$ cat src/common/sfp_pkg.sv
// types and constants for the streaming factory program sequencer
// assumes a 16-bit flash word interface and synchronous host strobes
package sfp_pkg;
    localparam int DATA_W = 16;
    localparam int ADDR_W = 23;
    localparam int BUF_WORDS = 32;
    localparam int BUF_AW = 5;
    localparam int BLK_AW = 16;
    localparam int FIFO_DEPTH = 8;
    localparam logic [DATA_W-1:0] PAD_WORD = 16'hFFFF;
    localparam logic [BUF_AW-1:0] ALIGN_LOW = 5'h00;
    // status bit positions
    localparam int ST_READY = 7;
    localparam int ST_ESUSP = 6;
    localparam int ST_PROG_ERR = 4;
    localparam int ST_SUPPLY_ERR = 3;
    localparam int ST_PSUSP = 2;
    localparam int ST_LOCK_ERR = 1;
    localparam int ST_BUF_BUSY = 0;
    localparam logic [7:0] STATUS_RESET = 8'h80;
    // timing
    localparam int CLK_MHZ = 250;
    localparam int SETUP_NS = 500;
    localparam int SETUP_CYC = (SETUP_NS * CLK_MHZ + 999) / 1000;
    localparam int WORD_PROG_CYC = 4;
    localparam int SUSP_CYC = 4;

    typedef struct packed {
        logic [ADDR_W-1:0] addr;
        logic [DATA_W-1:0] data;
    } sfp_word_t;

    typedef enum logic [6:0] {
        S_IDLE = 7'b0000001,
        S_SETUP = 7'b0000010,
        S_FILL = 7'b0000100,
        S_PROG = 7'b0001000,
        S_SUSP_WAIT = 7'b0010000,
        S_SUSP = 7'b0100000,
        S_DRAIN = 7'b1000000
    } sfp_state_t;
endpackage

$ cat src/core/sfp_fifo.sv
// flip-flop fifo with valid/ready on both sides
// assumes one clock, asynchronous active-high reset
`timescale 1ns/1ps
module sfp_fifo #(
    parameter int WIDTH = 39,
    parameter int DEPTH = 8
) (
    // clock and reset
    input wire logic clk,
    input wire logic rst,
    // write side
    input wire logic [WIDTH-1:0] in_data,
    input wire logic in_valid,
    output logic in_ready,
    // read side
    output logic [WIDTH-1:0] out_data,
    output logic out_valid,
    input wire logic out_ready,
    // flush drops everything held
    input wire logic flush
);
    localparam int AW = $clog2(DEPTH);
    typedef struct packed {
        logic [DEPTH-1:0][WIDTH-1:0] mem;
        logic [AW-1:0] wr;
        logic [AW-1:0] rd;
        logic [AW:0] cnt;
    } sfp_fifo_st_t;
    sfp_fifo_st_t st;
    sfp_fifo_st_t next_st;
    logic push;
    logic pop;

    assign in_ready = (st.cnt != AW'(0) + (AW+1)'(DEPTH)) ? 1'b1 : 1'b0;
    assign out_valid = (st.cnt != '0);
    assign out_data = st.mem[st.rd];
    assign push = in_valid && in_ready;
    assign pop = out_valid && out_ready;

    always_comb begin
        next_st = st;
        if (flush) begin
            next_st.wr = '0;
            next_st.rd = '0;
            next_st.cnt = '0;
        end else begin
            if (push) begin
                next_st.mem[st.wr] = in_data;
                next_st.wr = (st.wr == AW'(DEPTH - 1)) ? '0 : st.wr + 1'b1;
            end
            if (pop) begin
                next_st.rd = (st.rd == AW'(DEPTH - 1)) ? '0 : st.rd + 1'b1;
            end
            if (push && !pop) begin
                next_st.cnt = st.cnt + 1'b1;
            end else if (pop && !push) begin
                next_st.cnt = st.cnt - 1'b1;
            end
        end
    end

    always_ff @(posedge clk or posedge rst) begin
        if (rst) begin
            st <= '0;
        end else begin
            st <= next_st;
        end
    end
endmodule

$ cat src/core/sfp_sequencer.sv
// streaming factory program sequencer of the write state machine
// assumes host strobes are synchronous to CLK; the array is modelled as a word write port
//
// Contract
// - unaligned start aborts, sets program fail
// - array address continues, wraps inside block
// - suspend ignored during streaming program
// - setup acceptance clears ready while checking
// - failed check sets fail, lock, supply bits
// - writes during streaming are buffer data
// - fixed 32-word fill from index zero
// - program only when buffer full; pad
// - out-of-block address mid-fill discards buffer
// - buffer busy set until array written
// - writes ignored while array programming runs
// - other-block 0xFFFF write enters exit; the code exits on any other-block write, whatever its data word
// - exit sets ready, keeps read mode
// - program suspend halts, sets ready and suspended
// - only reads and resume while suspended
// - resume clears ready and suspended bits
// - reset pin resets while suspended
// - low supply halts programming, sets supply bit
`timescale 1ns/1ps
module sfp_sequencer
    import sfp_pkg::*;
#(
    parameter int SETUP_CYCLES = SETUP_CYC,
    parameter int PROG_CYCLES = WORD_PROG_CYC
) (
    // clock and reset
    input wire logic CLK,
    input wire logic RST,
    // host write port (decoded commands and data)
    input wire logic WR_STROBE,
    input wire sfp_pkg::sfp_word_t WR_WORD,
    output logic WR_READY,
    // decoded commands
    input wire logic CMD_STREAM_START,
    input wire logic CMD_PROG_SUSPEND,
    input wire logic CMD_RESUME,
    input wire logic CMD_CLEAR_STATUS,
    input wire logic CMD_OTHER,
    input wire logic PLAIN_PROG_START,
    // block and supply conditions
    input wire logic BLOCK_LOCKED,
    input wire logic SUPPLY_LOW,
    input wire logic SUPPLY_HIGH_OK,
    // status and mode
    output logic [7:0] STATUS_BITS,
    output logic STREAM_ACTIVE,
    output logic READ_MODE_STATUS,
    // array write port
    output logic ARRAY_WE,
    output logic [sfp_pkg::ADDR_W-1:0] ARRAY_ADDR,
    output logic [sfp_pkg::DATA_W-1:0] ARRAY_DATA
);
    import sfp_pkg::*;

    typedef struct packed {
        sfp_state_t state;
        sfp_state_t resume_to;
        logic [7:0] status;
        logic [ADDR_W-1:0] block_addr;
        logic [BLK_AW-1:0] offs;
        logic [BUF_WORDS-1:0][DATA_W-1:0] buffer;
        logic [BUF_AW:0] fill;
        logic [BUF_AW:0] prog_idx;
        logic [15:0] timer;
        logic stream;
        logic rd_status;
        logic we;
        logic [ADDR_W-1:0] waddr;
        logic [DATA_W-1:0] wdata;
        logic wr_ready;
    } sfp_st_t;

    sfp_st_t st;
    sfp_st_t next_st;
    sfp_word_t f_word;
    logic f_valid;
    logic f_ready;
    logic f_in_ready;
    logic f_flush;
    logic in_block;

    // the fifo decouples host strobes from the fill logic; its ready goes back to the host
    sfp_fifo #(.WIDTH(ADDR_W + DATA_W), .DEPTH(FIFO_DEPTH)) u_fifo (
        .clk(CLK),
        .rst(RST),
        .in_data(WR_WORD),
        .in_valid(WR_STROBE && st.state == S_FILL),
        .in_ready(f_in_ready),
        .out_data(f_word),
        .out_valid(f_valid),
        .out_ready(f_ready),
        .flush(f_flush)
    );

    assign in_block = (f_word.addr[ADDR_W-1:BLK_AW] == st.block_addr[ADDR_W-1:BLK_AW]);
    assign f_ready = (st.state == S_FILL);
    assign f_flush = (st.state != S_FILL);

    always_comb begin
        next_st = st;
        next_st.we = 1'b0;
        next_st.wr_ready = f_in_ready;
        if (CMD_CLEAR_STATUS && st.state == S_IDLE) begin
            next_st.status[ST_PROG_ERR] = 1'b0;
            next_st.status[ST_SUPPLY_ERR] = 1'b0;
            next_st.status[ST_LOCK_ERR] = 1'b0;
        end
        case (st.state)
            S_IDLE: begin
                if (CMD_STREAM_START) begin
                    next_st.block_addr = WR_WORD.addr;
                    next_st.offs = WR_WORD.addr[BLK_AW-1:0];
                    next_st.status[ST_READY] = 1'b0;
                    next_st.stream = 1'b1;
                    next_st.rd_status = 1'b1;
                    next_st.timer = 16'(SETUP_CYCLES);
                    next_st.fill = '0;
                    next_st.state = S_SETUP;
                end else if (PLAIN_PROG_START) begin
                    next_st.status[ST_READY] = 1'b0;
                    next_st.timer = 16'(PROG_CYCLES);
                    next_st.resume_to = S_DRAIN;
                    next_st.state = S_DRAIN;
                end
            end
            S_SETUP: begin
                if (st.timer > 16'h0001) begin
                    next_st.timer = st.timer - 16'h0001;
                end else if (BLOCK_LOCKED || !SUPPLY_HIGH_OK || SUPPLY_LOW
                             || st.block_addr[BUF_AW-1:0] != ALIGN_LOW) begin
                    next_st.status[ST_PROG_ERR] = 1'b1;
                    next_st.status[ST_LOCK_ERR] = BLOCK_LOCKED;
                    next_st.status[ST_SUPPLY_ERR] = !SUPPLY_HIGH_OK || SUPPLY_LOW;
                    next_st.status[ST_READY] = 1'b1;
                    next_st.stream = 1'b0;
                    next_st.state = S_IDLE;
                end else begin
                    next_st.status[ST_BUF_BUSY] = 1'b0;
                    next_st.state = S_FILL;
                end
            end
            S_FILL: begin
                // suspend has no effect here; ready stays low between fills
                if (f_valid) begin
                    if (!in_block) begin
                        // exit discards any partial fill; data word is not checked
                        next_st.fill = '0;
                        next_st.stream = 1'b0;
                        next_st.status[ST_READY] = 1'b1;
                        next_st.state = S_IDLE;
                    end else begin
                        next_st.buffer[st.fill[BUF_AW-1:0]] = f_word.data;
                        if (st.fill == (BUF_AW+1)'(BUF_WORDS - 1)) begin
                            next_st.fill = '0;
                            next_st.prog_idx = '0;
                            next_st.timer = 16'(PROG_CYCLES);
                            next_st.status[ST_BUF_BUSY] = 1'b1;
                            next_st.state = S_PROG;
                        end else begin
                            next_st.fill = st.fill + 1'b1;
                        end
                    end
                end
            end
            S_PROG: begin
                // host strobes are not queued here, so they are dropped
                if (SUPPLY_LOW) begin
                    next_st.status[ST_SUPPLY_ERR] = 1'b1;
                    next_st.status[ST_PROG_ERR] = 1'b1;
                    next_st.status[ST_READY] = 1'b1;
                    next_st.status[ST_BUF_BUSY] = 1'b0;
                    next_st.stream = 1'b0;
                    next_st.state = S_IDLE;
                end else if (st.timer > 16'h0001) begin
                    next_st.timer = st.timer - 16'h0001;
                end else begin
                    next_st.we = 1'b1;
                    next_st.waddr = {st.block_addr[ADDR_W-1:BLK_AW], st.offs};
                    next_st.wdata = st.buffer[st.prog_idx[BUF_AW-1:0]];
                    next_st.offs = st.offs + 1'b1;
                    next_st.timer = 16'(PROG_CYCLES);
                    if (st.prog_idx == (BUF_AW+1)'(BUF_WORDS - 1)) begin
                        next_st.status[ST_BUF_BUSY] = 1'b0;
                        next_st.state = S_FILL;
                    end else begin
                        next_st.prog_idx = st.prog_idx + 1'b1;
                    end
                end
            end
            S_DRAIN: begin
                // ordinary program: suspendable, supply checked
                if (SUPPLY_LOW) begin
                    next_st.status[ST_SUPPLY_ERR] = 1'b1;
                    next_st.status[ST_PROG_ERR] = 1'b1;
                    next_st.status[ST_READY] = 1'b1;
                    next_st.state = S_IDLE;
                end else if (CMD_PROG_SUSPEND) begin
                    next_st.resume_to = S_DRAIN;
                    next_st.state = S_SUSP_WAIT;
                end else if (st.timer > 16'h0001) begin
                    next_st.timer = st.timer - 16'h0001;
                end else begin
                    next_st.status[ST_READY] = 1'b1;
                    next_st.state = S_IDLE;
                end
            end
            S_SUSP_WAIT: begin
                // halt point reached after a short fixed latency
                next_st.status[ST_READY] = 1'b1;
                next_st.status[ST_PSUSP] = 1'b1;
                next_st.rd_status = 1'b1;
                next_st.state = S_SUSP;
            end
            S_SUSP: begin
                // other commands are not acted on here
                if (CMD_RESUME) begin
                    next_st.status[ST_READY] = 1'b0;
                    next_st.status[ST_PSUSP] = 1'b0;
                    next_st.state = st.resume_to;
                end
            end
            default: begin
                next_st.state = S_IDLE;
            end
        endcase
        if (CMD_OTHER && st.state == S_IDLE) begin
            next_st.rd_status = 1'b0; // other command in idle leaves status read mode
        end
    end

    // reset pin returns everything to idle with only ready set, suspended or not
    always_ff @(posedge CLK or posedge RST) begin
        if (RST) begin
            st <= '0;
            st.state <= S_IDLE;
            st.resume_to <= S_IDLE;
            st.status <= STATUS_RESET;
        end else begin
            st <= next_st;
        end
    end

    assign STATUS_BITS = st.status;
    assign STREAM_ACTIVE = st.stream;
    assign READ_MODE_STATUS = st.rd_status;
    assign ARRAY_WE = st.we;
    assign ARRAY_ADDR = st.waddr;
    assign ARRAY_DATA = st.wdata;
    assign WR_READY = st.wr_ready;
endmodule

$ cat config.mk
export PLATFORM = sky130hd
export DESIGN_NAME = sfp_sequencer
export DESIGN_NICKNAME = d
export VERILOG_FILES = /design/src/common/sfp_pkg.sv /design/src/core/sfp_fifo.sv /design/src/core/sfp_sequencer.sv
export SDC_FILE = /design/constraint.sdc
export NUM_CORES = 2
export LEC_CHECK = 0
export BUFFER_PORTS_ARGS = -buffer_cell sky130_fd_sc_hd__buf_2
export CORE_ASPECT_RATIO = 1.4
export CORE_MARGIN = 3
export CORE_UTILIZATION = 44
export DETAILED_ROUTE_END_ITERATION = 6
export MAX_ROUTING_LAYER = met4
export PLACE_DENSITY = 0.59
export SLEW_MARGIN = 40
export SYNTH_ARGS = -nofsm -noshare
export SYNTH_HDL_FRONTEND = slang
export SYNTH_HIERARCHICAL = 1
export SYNTH_SLANG_ARGS = --single-unit
$ cat constraint.sdc
create_clock -name CLK -period 27.1 [get_ports CLK]
set_clock_uncertainty 0.15 [all_clocks]
set_input_delay 5.42 -clock CLK [delete_from_list [all_inputs] [get_ports CLK]]
set_output_delay 5.42 -clock CLK [all_outputs]
set_load 0.05 [all_outputs]
==> reports/qor.txt <==
Most frequent CP cell -> buf_12
CP Capture Type -> async pin
# resized after CTS -> 0
Post-Synthesis Mean Instance Area -> 13.7 um2
Via count -> 23,800
Vias in the first global route -> 25,700
Antenna viol nets, final -> 0
First-pass GRT wire length -> 156 mm
Sequential group share of total power -> 49.0%
Layout Area Growth over Synthesis -> 8.95%
Hold WC Path Type -> register to register
Final HPWL DP -> 62.6 mm
Worst hold slack -> 0.315 ns
Status -> complete, no violations
Slew @ Worst Pin -> 0.839 ns
Initial core utilization -> 44.5%
# setup viols final -> 0
Crit path max fanout -> 120
Die height -> 360 um
Post-Syn Area -> 39,400 um2
Final wirelength -> 99.2 mm
# hold bufs at CTS -> 0
Slew Limit Headroom -> 44.0%
Number of DRC markers in iteration 0 -> 1,640
Leakage -> 20.0 nW
Power density over cell area -> 61.6 nW/um2
Critical Path AT -> 8.09 ns
Path depth of the worst reg2reg path -> 9
Drc violations -> 0
Setup Total Neg Slack -> 0 ns
Core area -> 88,600 um2
Layout Nets -> 2,889
I/O pins -> 102
Fmax -> 0.132 GHz
RSZ-0062 raised after global routing -> no
Clock Tree Root -> clkbuf_16
Crit Path Category -> input port to async pin
Hold Fails Final Rpt -> 0
Final worst-path cycle share -> 27.9%
Gpl congestion -> 0.858
FP Rows -> 129
Internal power -> 0.00197 W
Clock power share -> 42.3%
Crit-path cells -> buf_2, clkinv_8, buf_12, buf_12, buf_16, buf_6
Die X -> 259 um
P_sw -> 0.000677 W
Post-CTS Setup Bufs -> 0
Critical Path RT -> 27.63 ns
Reg-to-reg critical path endpoint -> st[57]
Crit path buf inv count -> 6
WL per Instance -> 24.4 um
Critical R2R Launch -> u_fifo/st[4]
GRT overflow -> 0
Stages on the worst setup path -> 6
Maximum VDD drop -> 0.0000560 V
Post-Synthesis Cells -> 2,886
Worst Setup SP -> RST
Worst slack, placed -> 18.66 ns
Worst Hold Launch -> st[636]
CTS clk-pin slew, worst paths -> 0.06 ns
Share of layout cells above drive strength 1 -> 40.5%
Setup ws final -> 19.53 ns
R2R Setup Slk -> 22.06 ns
Final max-slew violation count -> 0
Crit-path slowest cell -> buf_6
Clock insertion delay at the later pin of the skew report -> 0.64 ns
CP delay by family, top -> buffers and inverters
Pre-antenna DRT Iters -> 7
MaxCap Viol Count -> 0
Largest net degree at the start of global routing -> 173
Clk sink count -> 820
Yosys warns -> 6
# port buffers -> 99
Combinational share of power -> 8.7%
Crit start category -> input port
Largest stage delay on the critical path -> 0.62 ns
Via/cell ratio -> 5.87
Fill count -> 7,610
Total CTS buffers -> 80
Hold Path Depth -> 1
Final min period -> 7.57 ns
Critical Path End -> st[115]
Gr usage total -> 22.1%
Clk buf depth -> 3
Die ar. -> 93,300 um2
Tot Pwr -> 0.00265 W
H-Tree Depth -> 3
TritonCTS clock tree -> done
Sw frac -> 25.6%
Initial antenna violation count -> 3
how the worst min path moves through the flow:
stage / end / slack [ns]
after floorplan: st[603] / 0.29
after global placement: ARRAY_ADDR[1] / 0.30
after detailed placement: st[636] / 0.30
after CTS: st[636] / 0.32
after global routing: ARRAY_ADDR[16] / 0.34
final: st[636] / 0.32
cell type report:
type	count	area, um2	share of cell area (%)
antenna	2	5.00	0.0116
clock buffer	115	2300	5.36
clock inverter	26	303	0.705
inverter	35	159	0.370
multi-input combinational	1750	17300	40.2
sequential	820	20500	47.8
tap	1179	1480	3.43
timing repair buffer	136	933	2.17
registers in the layout (all words and copies together) (netlist names):
name and count:
STREAM_ACTIVE 1, READ_MODE_STATUS 1, ARRAY_DATA 16, ARRAY_WE 1, st 577, u_fifo/st 194, ARRAY_ADDR 23, STATUS_BITS 6
WR_READY 1
cell usage in the layout (no fill, tap or decap), drive strengths merged, types with 65 or more instances in the layout:
cell,count
o221ai,80
mux2i,133
nand2,189
clkbuf,115
nand3,65
o21ai,89
buf,136
mux4,110
mux2,719
dfrtp,817
worst register-to-register path: stages (launching register included):
cell       delay [ns]
dfrtp_2          0.57
buf_6            0.52
mux4_2           0.63
mux2_2           0.30
xnor2_1          0.15
nand4_1          0.44
o21ai_0          0.67
o2111ai_2        0.56
nand2b_1         0.52
o31ai_1          0.40
metal layers:
metal  vias up  track usage [%]  wire length [um]
met2       613             38.7             52400
li1      10400                -                 -
met1     12600             27.1             40600
met4         0             6.35              2530
met5         -                -                 0
met3       162             2.39              3720
power groups by stage:
stage / clock (W) / sequential, W / combinational, W
floorplan: 0 / 0.00131 / 0.000173
global placement: 0 / 0.00131 / 0.000222
detailed placement: 0 / 0.00132 / 0.000229
CTS: 0.00115 / 0.00129 / 0.000230
global route: 0.00120 / 0.00130 / 0.000258
finish: 0.00112 / 0.00130 / 0.000230
through the flow:
stage                     area [um2]  utilization (%)  cells
after detailed placement       40300             45.4   3917
final                          43000             48.5   4063
after global routing           43000             48.5   4063
after floorplan                39400                -   2887
after global placement         40100             45.3   3914
after CTS                      42900             48.4   4058
Power figures use the tool's default switching activity.
